`src/rtl/cit_cfg.svh`:
```
// Timing figures and field constants for the instruction timing sequencer
`ifndef CIT_CFG_SVH
`define CIT_CFG_SVH

// ****************************************
// Bus cycle
// ****************************************
`define CIT_BUS_CLKS 2'h3
`define CIT_RETURN_PC_CYCLE 7'h03

// ****************************************
// Timing triples {clocks, reads, writes}
// ****************************************
`define CIT_ZERO {10'd0, 6'd0, 6'd0}
`define CIT_EA_IND {10'd4, 6'd1, 6'd0}
`define CIT_EA_PREDEC {10'd6, 6'd1, 6'd0}
`define CIT_EA_DISP {10'd8, 6'd2, 6'd0}
`define CIT_EA_INDEX {10'd10, 6'd2, 6'd0}
`define CIT_EA_ABSL {10'd12, 6'd3, 6'd0}
`define CIT_EA_LONG_EXTRA {10'd4, 6'd1, 6'd0}
`define CIT_SHIFT_BW {10'd6, 6'd1, 6'd0}
`define CIT_SHIFT_L {10'd8, 6'd1, 6'd0}
`define CIT_SHIFT_MEM {10'd8, 6'd1, 6'd1}
`define CIT_BIT_DYN_MEM {10'd8, 6'd1, 6'd1}
`define CIT_BIT_STAT_MEM {10'd12, 6'd2, 6'd1}
`define CIT_BIT_DYN_REG {10'd8, 6'd1, 6'd0}
`define CIT_BIT_STAT_REG {10'd12, 6'd2, 6'd0}
`define CIT_BIT_CLEAR_DYN_REG {10'd10, 6'd1, 6'd0}
`define CIT_BIT_CLEAR_STAT_REG {10'd14, 6'd2, 6'd0}
`define CIT_BR_TAKEN {10'd10, 6'd2, 6'd0}
`define CIT_BR_BYTE_NOT {10'd8, 6'd1, 6'd0}
`define CIT_BR_WORD_NOT {10'd12, 6'd2, 6'd0}
`define CIT_DB_TRUE {10'd12, 6'd2, 6'd0}
`define CIT_DB_LOOP {10'd10, 6'd2, 6'd0}
`define CIT_DB_EXPIRED {10'd14, 6'd3, 6'd0}
`define CIT_TRAP {10'd34, 6'd4, 6'd3}
`define CIT_TRAP_ON_OVERFLOW_TRAP {10'd34, 6'd5, 6'd3}
`define CIT_TRAP_ON_OVERFLOW_PASS {10'd4, 6'd1, 6'd0}
`define CIT_CHK_TRAP {10'd40, 6'd5, 6'd3}
`define CIT_CHK_PASS {10'd10, 6'd1, 6'd0}
`define CIT_JMP {10'd8, 6'd2, 6'd0}
`define CIT_JSR {10'd16, 6'd2, 6'd2}
`define CIT_LEA {10'd4, 6'd1, 6'd0}
`define CIT_PEA {10'd12, 6'd1, 6'd2}
`define CIT_MULTI_REGISTER_MOVE_TO_REG {10'd12, 6'd3, 6'd0}
`define CIT_MULTI_REGISTER_MOVE_TO_MEM {10'd8, 6'd2, 6'd0}
`define CIT_XARITH_REG_BW {10'd4, 6'd1, 6'd0}
`define CIT_XARITH_REG_L {10'd8, 6'd1, 6'd0}
`define CIT_XARITH_MEM_BW {10'd18, 6'd3, 6'd1}
`define CIT_XARITH_MEM_L {10'd30, 6'd5, 6'd2}
`define CIT_DEC_REG {10'd6, 6'd1, 6'd0}
`define CIT_DEC_MEM {10'd18, 6'd3, 6'd1}
`define CIT_RESET_INS {10'd132, 6'd1, 6'd0}
`define CIT_STOP {10'd4, 6'd0, 6'd0}
`define CIT_RETURN {10'd20, 6'd5, 6'd0}
`define CIT_CSET_FALSE {10'd4, 6'd1, 6'd0}
`define CIT_CSET_TRUE {10'd6, 6'd1, 6'd0}
`define CIT_CSET_MEM {10'd8, 6'd1, 6'd1}
`define CIT_TAS_REG {10'd4, 6'd1, 6'd0}
`define CIT_TAS_MEM {10'd10, 6'd1, 6'd1}
`define CIT_EXC_RESET {10'd34, 6'd6, 6'd0}
`define CIT_EXC_FAULT {10'd50, 6'd4, 6'd7}
`define CIT_EXC_INT {10'd44, 6'd5, 6'd3}
`define CIT_EXC_OTHER {10'd34, 6'd4, 6'd3}

`endif

```
`src/rtl/cit_pkg.sv`:
```
// Types shared by the instruction timing sequencer
package cit_pkg;

    typedef struct packed {
        logic [9:0] clk;
        logic [5:0] rd;
        logic [5:0] wr;
    } cit_time_t;

    typedef enum logic [4:0] {
        OP_SHIFT = 5'h00, OP_BITOP = 5'h01, OP_BRANCH = 5'h02,
        OP_DBRANCH = 5'h03, OP_TRAP = 5'h04, OP_TRAP_ON_OVERFLOW = 5'h05,
        OP_CHK = 5'h06, OP_JMP = 5'h07, OP_JSR = 5'h08, OP_LEA = 5'h09,
        OP_PEA = 5'h0a, OP_MULTI_REGISTER_MOVE = 5'h0b, OP_XARITH = 5'h0c,
        OP_DECIMAL = 5'h0d, OP_RESET = 5'h0e, OP_STOP = 5'h0f,
        OP_RTE = 5'h10, OP_RTR = 5'h11, OP_CSET = 5'h12, OP_TAS = 5'h13,
        OP_EXC_RESET = 5'h14, OP_EXC_FAULT = 5'h15, OP_EXC_INT = 5'h16,
        OP_EXC_OTHER = 5'h17
    } cit_op_t;

    typedef enum logic [3:0] {
        EA_DREG = 4'h0, EA_AREG = 4'h1, EA_IND = 4'h2, EA_POSTINC = 4'h3,
        EA_PREDEC = 4'h4, EA_DISP = 4'h5, EA_INDEX = 4'h6, EA_ABSW = 4'h7,
        EA_ABSL = 4'h8, EA_PCDISP = 4'h9, EA_PCINDEX = 4'ha, EA_IMM = 4'hb
    } cit_ea_t;

    typedef enum logic [2:0] {
        ST_IDLE = 3'b001,
        ST_BUS = 3'b010,
        ST_INT = 3'b100
    } cit_state_t;

endpackage : cit_pkg

```
`src/rtl/cit_timer.sv`:
```
// Instruction timing sequencer: paces bus and internal clocks per instruction
//
// How it works
// [RL1] Each bus read or write lasts four clocks; wait states add clocks.
// [RL2] Exactly the listed number of reads and writes is issued, unless a bus error ends the run early.
// [RL3] Marked instructions add operand-address clocks and reads, never writes.
// [RL4] Register shift: 6+2n byte/word, 8+2n long, one read.
// [RL5] Memory bit op 8(1/1) dynamic, 12(2/1) static; register clear 10 dynamic, 14 static.
// [RL6] Branch taken 10(2/0); not taken 8(1/0) byte, 12(2/0) word.
// [RL7] Decrement-branch: true 12, loop 10, expired 14 with three reads.
// [RL8] Trap 34(4/3); overflow trap 34 or 4; bounds 40 or 10.
// [RL9] Indirect jump 8, subroutine 16(2/2), load 4, push 12(1/2).
// [RL10] Multi-register move adds 4n word, 8n long; base 12 or 8.
// [RL11] Extended arith 4/8 reg, 18/30 memory; decimal 6 or 18.
// [RL12] External reset 132(1/0), stop 4(0/0), exception return 20(5/0).
// [RL13] Conditional set 4 false, 6 true; test-and-set 4 or 10(1/1).
// [RL14] Exceptions: reset 34(6/0), faults 50(4/7), interrupt 44(5/3).
// [RL15] Interrupt figure assumes four-clock acknowledge; longer adds clocks.
// [RL16] Indexed modes cost the same for word or long index.
// [RL17] Returns load PC only at fourth bus cycle; earlier errors keep PC.
// [RL18] Clock, read and write counters are visible per instruction.
`include "cit_cfg.svh"
`timescale 1ns/1ps
`default_nettype none

module cit_timer (
    // Clock and reset
    input wire logic mclk,
    input wire logic arst_n,
    // Instruction request
    input wire logic start,
    input wire logic [4:0] opClass,
    input wire logic [3:0] eaMode,
    input wire logic longSize,
    input wire logic memOperand,
    input wire logic flagA,
    input wire logic flagB,
    input wire logic [5:0] countN,
    // System bus pins
    input wire logic memWait,
    input wire logic busErr,
    output logic busRead,
    output logic busWrite,
    // Status
    output logic busy,
    output logic done,
    output logic fault,
    output logic pcLoad,
    output logic [11:0] cycleCount,
    output logic [5:0] readCount,
    output logic [5:0] writeCount
);

    // ****************************************
    // Timing arithmetic
    // ****************************************
    function automatic cit_pkg::cit_time_t addT(input cit_pkg::cit_time_t a,
                                               input cit_pkg::cit_time_t b);
        addT.clk = a.clk + b.clk;
        addT.rd = a.rd + b.rd;
        addT.wr = a.wr + b.wr;
    endfunction : addT

    // Index size never enters the figure
    function automatic cit_pkg::cit_time_t eaTime(input logic [3:0] m,
                                                 input logic lng);
        cit_pkg::cit_time_t t;
        t = `CIT_ZERO;
        case (cit_pkg::cit_ea_t'(m))
            cit_pkg::EA_IND, cit_pkg::EA_POSTINC, cit_pkg::EA_IMM:
                t = `CIT_EA_IND;
            cit_pkg::EA_PREDEC: t = `CIT_EA_PREDEC;
            cit_pkg::EA_DISP, cit_pkg::EA_ABSW, cit_pkg::EA_PCDISP:
                t = `CIT_EA_DISP;
            cit_pkg::EA_INDEX, cit_pkg::EA_PCINDEX: t = `CIT_EA_INDEX; // RL16
            cit_pkg::EA_ABSL: t = `CIT_EA_ABSL;
            default: t = `CIT_ZERO;
        endcase
        if (lng && t.clk != 10'd0) begin
            t = addT(t, `CIT_EA_LONG_EXTRA);
        end
        eaTime = t;
    endfunction : eaTime

    function automatic cit_pkg::cit_time_t opTime(input logic [4:0] op,
        input logic lng, input logic mem, input logic fa, input logic fb,
        input logic [5:0] n);
        cit_pkg::cit_time_t t;
        logic useEa;
        t = `CIT_ZERO;
        useEa = 1'b0;
        case (cit_pkg::cit_op_t'(op))
            cit_pkg::OP_SHIFT: begin
                if (mem) begin
                    t = `CIT_SHIFT_MEM;
                    useEa = 1'b1;
                end else begin
                    t = lng ? `CIT_SHIFT_L : `CIT_SHIFT_BW; // RL4
                    t.clk = t.clk + {3'h0, n, 1'b0}; // RL4
                end
            end
            cit_pkg::OP_BITOP: begin
                // flagA static form, flagB clear operation
                if (mem) begin
                    t = fa ? `CIT_BIT_STAT_MEM : `CIT_BIT_DYN_MEM; // RL5
                    useEa = 1'b1;
                end else if (fb) begin
                    t = fa ? `CIT_BIT_CLEAR_STAT_REG : `CIT_BIT_CLEAR_DYN_REG; // RL5
                end else begin
                    t = fa ? `CIT_BIT_STAT_REG : `CIT_BIT_DYN_REG;
                end
            end
            cit_pkg::OP_BRANCH: t = fa ? `CIT_BR_TAKEN
                : (fb ? `CIT_BR_WORD_NOT : `CIT_BR_BYTE_NOT); // RL6
            cit_pkg::OP_DBRANCH: t = fa ? `CIT_DB_TRUE
                : (fb ? `CIT_DB_EXPIRED : `CIT_DB_LOOP); // RL7
            cit_pkg::OP_TRAP: t = `CIT_TRAP; // RL8
            cit_pkg::OP_TRAP_ON_OVERFLOW: t = fa ? `CIT_TRAP_ON_OVERFLOW_TRAP : `CIT_TRAP_ON_OVERFLOW_PASS; // RL8
            cit_pkg::OP_CHK: begin
                t = fa ? `CIT_CHK_TRAP : `CIT_CHK_PASS; // RL8
                useEa = 1'b1;
            end
            cit_pkg::OP_JMP: t = `CIT_JMP; // RL9
            cit_pkg::OP_JSR: t = `CIT_JSR; // RL9
            cit_pkg::OP_LEA: t = `CIT_LEA; // RL9
            cit_pkg::OP_PEA: t = `CIT_PEA; // RL9
            cit_pkg::OP_MULTI_REGISTER_MOVE: begin
                // flagA means registers to memory
                t = fa ? `CIT_MULTI_REGISTER_MOVE_TO_MEM : `CIT_MULTI_REGISTER_MOVE_TO_REG; // RL10
                t.clk = t.clk + (lng ? {1'h0, n, 3'h0} : {2'h0, n, 2'h0});
                if (fa) t.wr = lng ? {n[4:0], 1'b0} : n; // RL10
                else t.rd = t.rd + (lng ? {n[4:0], 1'b0} : n); // RL10
            end
            cit_pkg::OP_XARITH: begin
                if (mem) t = lng ? `CIT_XARITH_MEM_L : `CIT_XARITH_MEM_BW;
                else t = lng ? `CIT_XARITH_REG_L : `CIT_XARITH_REG_BW; // RL11
            end
            cit_pkg::OP_DECIMAL: t = mem ? `CIT_DEC_MEM : `CIT_DEC_REG; // RL11
            cit_pkg::OP_RESET: t = `CIT_RESET_INS; // RL12
            cit_pkg::OP_STOP: t = `CIT_STOP; // RL12
            cit_pkg::OP_RTE, cit_pkg::OP_RTR: t = `CIT_RETURN; // RL12
            cit_pkg::OP_CSET: begin
                t = fa ? `CIT_CSET_TRUE : `CIT_CSET_FALSE; // RL13
                if (mem) t = `CIT_CSET_MEM; // RL13
                useEa = mem;
            end
            cit_pkg::OP_TAS: begin
                t = mem ? `CIT_TAS_MEM : `CIT_TAS_REG; // RL13
                useEa = mem;
            end
            cit_pkg::OP_EXC_RESET: t = `CIT_EXC_RESET; // RL14
            cit_pkg::OP_EXC_FAULT: t = `CIT_EXC_FAULT; // RL14
            cit_pkg::OP_EXC_INT: t = `CIT_EXC_INT; // RL14
            cit_pkg::OP_EXC_OTHER: t = `CIT_EXC_OTHER; // RL14
            default: t = `CIT_STOP;
        endcase
        // Operand address is charged a long extra when the operation is long and the mode costs clocks
        if (useEa) t = addT(t, eaTime(eaMode, lng)); // RL3
        opTime = t;
    endfunction : opTime

    // ****************************************
    // Pin synchronisers
    // ****************************************
    logic waitMeta, waitSync, errMeta, errSync;

    always_ff @(posedge mclk or negedge arst_n) begin
        if (!arst_n) begin
            waitMeta <= 1'b0;
            waitSync <= 1'b0;
            errMeta <= 1'b0;
            errSync <= 1'b0;
        end else begin
            waitMeta <= memWait;
            waitSync <= waitMeta;
            errMeta <= busErr;
            errSync <= errMeta;
        end
    end

    // ****************************************
    // Sequencer
    // ****************************************
    cit_pkg::cit_state_t state;
    cit_pkg::cit_time_t reqTime;
    logic [1:0] phase;
    logic [5:0] rdLeft, wrLeft;
    logic [9:0] intLeft;
    logic isReturn;
    logic busEnd, lastBus;
    logic [6:0] busDoneCount;

    assign reqTime = opTime(opClass, longSize, memOperand, flagA, flagB,
                            countN);
    // A wait state holds the last clock of the cycle
    assign busEnd = (state == cit_pkg::ST_BUS) && (phase == `CIT_BUS_CLKS)
                    && !waitSync; // RL1 RL15
    assign lastBus = (rdLeft + wrLeft) == 6'h01;
    assign busDoneCount = {1'b0, readCount} + {1'b0, writeCount};

    always_ff @(posedge mclk or negedge arst_n) begin
        if (!arst_n) begin
            state <= cit_pkg::ST_IDLE;
            phase <= 2'h0;
            rdLeft <= 6'h00;
            wrLeft <= 6'h00;
            intLeft <= 10'h000;
            isReturn <= 1'b0;
            busRead <= 1'b0;
            busWrite <= 1'b0;
            busy <= 1'b0;
            done <= 1'b0;
            fault <= 1'b0;
            pcLoad <= 1'b0;
        end else begin
            done <= 1'b0;
            fault <= 1'b0;
            pcLoad <= 1'b0;
            unique case (state)
                cit_pkg::ST_IDLE: begin
                    if (start) begin
                        rdLeft <= reqTime.rd; // RL2
                        wrLeft <= reqTime.wr; // RL2
                        intLeft <= reqTime.clk - 10'({reqTime.rd, 2'h0})
                                   - 10'({reqTime.wr, 2'h0});
                        isReturn <= opClass == 5'(cit_pkg::OP_RTE) ||
                                    opClass == 5'(cit_pkg::OP_RTR);
                        phase <= 2'h0;
                        busy <= 1'b1;
                        busRead <= reqTime.rd != 6'h00;
                        busWrite <= reqTime.rd == 6'h00 && reqTime.wr != 6'h00;
                        state <= (reqTime.rd != 6'h00 || reqTime.wr != 6'h00)
                                 ? cit_pkg::ST_BUS : cit_pkg::ST_INT;
                    end
                end
                cit_pkg::ST_BUS: begin
                    if (!(phase == `CIT_BUS_CLKS && waitSync)) begin
                        phase <= phase + 2'h1;
                    end
                    if (busEnd) begin
                        if (rdLeft != 6'h00) rdLeft <= rdLeft - 6'h01;
                        else wrLeft <= wrLeft - 6'h01;
                        if (errSync) begin
                            // Abort with no PC load; on a return's fifth read the PC was already loaded at the fourth
                            state <= cit_pkg::ST_IDLE; // RL17
                            busRead <= 1'b0;
                            busWrite <= 1'b0;
                            busy <= 1'b0;
                            done <= 1'b1;
                            fault <= 1'b1;
                        end else begin
                            pcLoad <= isReturn &&
                                      busDoneCount == `CIT_RETURN_PC_CYCLE;
                            busRead <= rdLeft > 6'h01;
                            busWrite <= !lastBus && rdLeft <= 6'h01;
                            if (lastBus && intLeft == 10'h000) begin
                                state <= cit_pkg::ST_IDLE;
                                busy <= 1'b0;
                                done <= 1'b1;
                            end else if (lastBus) begin
                                state <= cit_pkg::ST_INT;
                            end
                        end
                    end
                end
                cit_pkg::ST_INT: begin
                    intLeft <= intLeft - 10'h001;
                    if (intLeft <= 10'h001) begin
                        state <= cit_pkg::ST_IDLE;
                        busy <= 1'b0;
                        done <= 1'b1;
                    end
                end
            endcase
        end
    end

    // ****************************************
    // Observation counters
    // ****************************************
    always_ff @(posedge mclk or negedge arst_n) begin
        if (!arst_n) begin
            cycleCount <= 12'h000;
            readCount <= 6'h00;
            writeCount <= 6'h00;
        end else if (state == cit_pkg::ST_IDLE) begin
            if (start) begin
                cycleCount <= 12'h000;
                readCount <= 6'h00;
                writeCount <= 6'h00;
            end
        end else begin
            cycleCount <= cycleCount + 12'h001; // RL18
            if (busEnd && rdLeft != 6'h00) readCount <= readCount + 6'h01;
            if (busEnd && rdLeft == 6'h00) writeCount <= writeCount + 6'h01;
        end
    end

endmodule : cit_timer
`default_nettype wire

```
`config.mk`:
```
export PLATFORM = sky130hd
export DESIGN_NAME = cit_timer
export DESIGN_NICKNAME = d
export VERILOG_FILES = /design/src/rtl/cit_pkg.sv /design/src/rtl/cit_timer.sv
export VERILOG_INCLUDE_DIRS = /design/src /design/src/rtl
export SDC_FILE = /design/constraint.sdc
export NUM_CORES = 1
export LEC_CHECK = 0
export ABC_AREA = 1
export BUFFER_PORTS_ARGS = -buffer_cell sky130_fd_sc_hd__buf_4
export CORE_MARGIN = 4
export CORE_UTILIZATION = 46
export DETAILED_ROUTE_END_ITERATION = 7
export GPL_TIMING_DRIVEN = 0
export PLACE_DENSITY_LB_ADDON = 0.2
export SYNTH_ARGS = -nofsm -noshare
export SYNTH_HDL_FRONTEND = slang
export SYNTH_SLANG_ARGS = --single-unit
```
`constraint.sdc`:
```
create_clock -name mclk -period 2.1 [get_ports mclk]
set_clock_uncertainty 0.1 [all_clocks]
set_input_delay 0.63 -clock mclk [delete_from_list [all_inputs] [get_ports mclk]]
set_output_delay 0.63 -clock mclk [all_outputs]
set_load 0.02 [all_outputs]
```
==> metrics.log <==
[metrics] outcome: finished, violations left
[metrics] violated checks: negative setup slack
[metrics] Final min period: 4.36 ns
[metrics] syn nets: 911
[metrics] GRT Resource Usage Total: 0.222
[metrics] Placement Cell Area: 0.00672 mm2
[metrics] most used flip-flop cell after synthesis: sky130_fd_sc_hd__dfrtp_1
[metrics] length of the first detailed-routing pass in iterations: 5
[metrics] final hold viol count: 0
[metrics] worst IR drop on VDD: 0.000398 V
[metrics] number of H-tree levels: 3
[metrics] max-capacitance violation count: 0
[metrics] static leakage: 3.89 nW
[metrics] cell type with the highest aggregate area in the netlist: sky130_fd_sc_hd__dfrtp_1
[metrics] number of buffers on the longest clock path: 2
[metrics] Hold WC Path Type: reg -> reg
[metrics] Final Total Pwr: roughly 8.5 mW
[metrics] FFs w/ async S/R, synth: 1.00
[metrics] DIE WIDTH: 121 um
[metrics] total number of vias: 6022
[metrics] final worst-path cycle share: 2.07
[metrics] core footprint: ~0.013 mm2
[metrics] endpoint kind of the worst setup timing path: flip-flop
[metrics] number of buffers inserted during clock tree synthesis: 9
[metrics] worst-case setup margin in the final layout: -2.26 ns
[metrics] count of synthesis-stage warnings from yosys: 0
[metrics] insertion delay of the later-clocked pin in the worst-skew pair: 0.33 ns
[metrics] gr ovfl total: 0
[metrics] layout cells sized above 1: 0.330
[metrics] Cell Pwr Density: 1060 mW/mm2
[metrics] register bit count reported by yosys: 62
[metrics] dominant cell by count in the synthesized netlist: sky130_fd_sc_hd__nand2_1
[metrics] synthesized instance count: 827
[metrics] Post-synth EDFFs: 0
[metrics] final number of max-transition violations: 0
[metrics] CP startpoint kind: input pin
[metrics] final setup violation count: 21
[metrics] end point of the critical path: intLeft[8]$_DFFE_PN0P_
[metrics] DRC violation total after the first TritonRoute iteration: 380
[metrics] arrival time reported for the critical path endpoint: 4.52 ns
[metrics] mean number of vias per cell: roughly 5.4
[metrics] cell area after layout: approximately 0.0080 mm2
[metrics] # rows: 41
[metrics] top area cells in the synthesized netlist: sky130_fd_sc_hd__dfrtp_1, sky130_fd_sc_hd__nand2_1, sky130_fd_sc_hd__ha_1, sky130_fd_sc_hd__inv_1, sky130_fd_sc_hd__nand3_1
[metrics] clock transition time at the flip-flop clock pins of the worst setup and hold paths: 0.05 ns
[metrics] CTS Sinks: 62
[metrics] number of I/O pins: 54
[metrics] source of the worst register-to-register timing path: rdLeft[0]$_DFFE_PN0P_
[metrics] remaining antenna violation count: 0
[metrics] placed insts: 1051
[metrics] post-synthesis instance area: just under 0.006 mm2
[metrics] number of port buffers: 52
[metrics] critical path required time: 2.26 ns
[metrics] worst reg2reg path depth: 13
[metrics] DRT Wirelength: between 15 and 20 mm
[metrics] critical path class: in -> reg
[metrics] area added between synthesis and finish: 36.1%
[metrics] tightest slew margin relative to the limit: 0.467
[metrics] Final #Nets: around 1000
[metrics] maximum fanout along the worst path: 4
[metrics] CTS tree: yes
[metrics] number of design rule violations left after detail routing: 0
[metrics] maximum clock rate: 230 MHz
[metrics] first-pass GRT wire length: 26.6 mm
[metrics] dpl hpwl: 12.0 mm
[metrics] worst reg2reg setup slack: -0.12 ns
[metrics] count of distinct cell types in the synthesized netlist: 52
[metrics] top cell types by occurrence after synthesis: sky130_fd_sc_hd__nand2_1, sky130_fd_sc_hd__inv_1, sky130_fd_sc_hd__nor2_1
[metrics] die area: 0.0147 mm2
[metrics] Final Wtd Congestion: 0.950
[metrics] proportion of netlist area held by the largest area contributor: 0.260
[metrics] number of standard cells in the final layout excluding fillers: 1114
[metrics] maximum number of pins on one net before global-route repair: 63
[metrics] clock tree root driver cell: sky130_fd_sc_hd__clkbuf_16
[metrics] transition at the pin with the smallest max-transition slack: 0.800 ns
[metrics] vias in the first global route: 5676
[metrics] mean instance size in the synthesized netlist: 7.11 um2
[metrics] number of antenna violations at the first check in global routing: 0
[metrics] worst reg2reg endpoint: state[1]$_DFFE_PN0P_
[metrics] effective utilization at floorplan: 0.468
[metrics] Min-Delay Startpoint: errMeta$_DFF_PN0_
[metrics] post-DR wirelength/cell: between 10 and 15 um
[metrics] Die Ht: 121 um
[metrics] diodes inserted: 0
[metrics] startpoint of the worst setup timing path: longSize
[metrics] sequential-to-total area share from yosys stat: 0.264
[metrics] RSZ-0062 raised after global routing: true
[stage by stage]
stage | setup slack [ns] | setup TNS (ns) | hold slack [ns] | utilization
2_1_floorplan | -2.24 | -22.31 | 0.231 | -
3_3_place_gp | -2.89 | -31.75 | 0.236 | 0.535
3_5_place_dp | -2.89 | -32.21 | 0.245 | 0.535
4_1_cts | -2.29 | -22.21 | 0.253 | 0.593
5_1_grt | -2.41 | -24.80 | 0.269 | 0.637
6_report | -2.26 | -22.21 | 0.252 | 0.637
[metal layers]
metal,wire (um),vias to the layer above,track usage
li1,-,2970,-
met1,7140,2807,0.293
met2,7980,211,0.371
met3,897,34,0.0238
met4,461,0,0.0899
met5,0,-,0
[kinds of logic after synthesis]
logic type / after synthesis / synth area share
simple gates: 401 / 0.318
fa+ha+maj: 60 / 0.142
mux: 1 / 0.00170
flops: 62 / 0.264
compound gates: 142 / 0.141
xor+xnor: 30 / 0.0447
buf+inv: 131 / 0.0888
[sequential cells by signal, summed over array words and instances (netlist names), 2 cells and up]
name / flops
readCount: 6
writeCount: 6
phase: 2
state: 3
cycleCount: 12
rdLeft: 6
intLeft: 10
wrLeft: 6
[cells in the final DEF, fill, tap and decap left out, types with 4 or more instances in the layout]
cell type                   count
sky130_fd_sc_hd__nand2_2       27
sky130_fd_sc_hd__inv_1         87
sky130_fd_sc_hd__ha_4          16
sky130_fd_sc_hd__nor2_1        66
sky130_fd_sc_hd__nand3_1       59
sky130_fd_sc_hd__xnor2_1        9
sky130_fd_sc_hd__clkbuf_16      9
sky130_fd_sc_hd__clkinv_2       4
sky130_fd_sc_hd__buf_4         88
sky130_fd_sc_hd__o21ai_0       38
sky130_fd_sc_hd__nand2_1      145
sky130_fd_sc_hd__nand3_2       14
sky130_fd_sc_hd__a31oi_1        4
sky130_fd_sc_hd__nor3_1        10
sky130_fd_sc_hd__fa_1           6
sky130_fd_sc_hd__o21ai_2        8
sky130_fd_sc_hd__buf_12         4
sky130_fd_sc_hd__nand2_4       11
sky130_fd_sc_hd__inv_2         23
sky130_fd_sc_hd__clkbuf_1       6
sky130_fd_sc_hd__xor2_1        18
sky130_fd_sc_hd__buf_6         11
sky130_fd_sc_hd__a22o_1         4
sky130_fd_sc_hd__nor2_2        16
sky130_fd_sc_hd__ha_1          32
sky130_fd_sc_hd__fa_2           5
sky130_fd_sc_hd__o211ai_1       6
sky130_fd_sc_hd__a21oi_1       33
sky130_fd_sc_hd__nand4_1       14
sky130_fd_sc_hd__nor2_4        15
sky130_fd_sc_hd__dfrtp_1       61
sky130_fd_sc_hd__o21ai_1       13
sky130_fd_sc_hd__a21oi_2        8
[critical path: stages]
cell,delay (ns)
sky130_fd_sc_hd__buf_8,0.08
sky130_fd_sc_hd__clkinvlp_4,0.11
sky130_fd_sc_hd__ha_4,0.19
sky130_fd_sc_hd__fa_2,0.42
sky130_fd_sc_hd__a211oi_2,0.20
sky130_fd_sc_hd__nand4_1,0.24
sky130_fd_sc_hd__fa_2,0.43
sky130_fd_sc_hd__a21oi_2,0.15
sky130_fd_sc_hd__o21ai_1,0.07
sky130_fd_sc_hd__nand2_1,0.08
sky130_fd_sc_hd__xor2_1,0.21
sky130_fd_sc_hd__inv_1,0.10
sky130_fd_sc_hd__fa_1,0.53
sky130_fd_sc_hd__ha_4,0.31
sky130_fd_sc_hd__inv_2,0.04
sky130_fd_sc_hd__o21ai_1,0.12
sky130_fd_sc_hd__nand3_1,0.09
sky130_fd_sc_hd__o211ai_1,0.10
sky130_fd_sc_hd__xor2_1,0.17
sky130_fd_sc_hd__nand2_1,0.11
sky130_fd_sc_hd__a21oi_2,0.12
[how the worst min path moves through the flow]
stage	cells after the start	slack (ns)	endpoint
2_1_floorplan	0	0.23	busRead$_DFFE_PN0P_
3_3_place_gp	0	0.24	waitSync$_DFF_PN0_
3_5_place_dp	0	0.25	errSync$_DFF_PN0_
4_1_cts	0	0.25	errSync$_DFF_PN0_
5_1_grt	0	0.27	waitSync$_DFF_PN0_
6_report	0	0.25	errSync$_DFF_PN0_
[cell type report]
type / count / area, um2
Multi-Input combinational cell: 634 / 4560
Fill cell: 1099 / 4570
Tap cell: 172 / 215
Buffer: 12 / 104
Sequential cell: 62 / 1550
Inverter: 119 / 490
Timing Repair Buffer: 99 / 816
Clock inverter: 4 / 22.5
Clock buffer: 12 / 246
[report_power, final]
part / internal [mW] / leakage (nW) / switching, mW / total (mW)
registers: 1.71 / 0.773 / 0.583 / 2.29
logic: 2.07 / 2.99 / 2.75 / 4.82
clock network: 0.823 / 0.132 / 0.512 / 1.34
[timing repair]
item                       4_1_cts  5_1_grt
setup endpoints to repair       31       43
cloned                           1        0
setup buffers                   26       21
hold buffers                     0        0
pin swaps                       44       50
resized for setup               65      102
(Power assumes the default switching activity.)
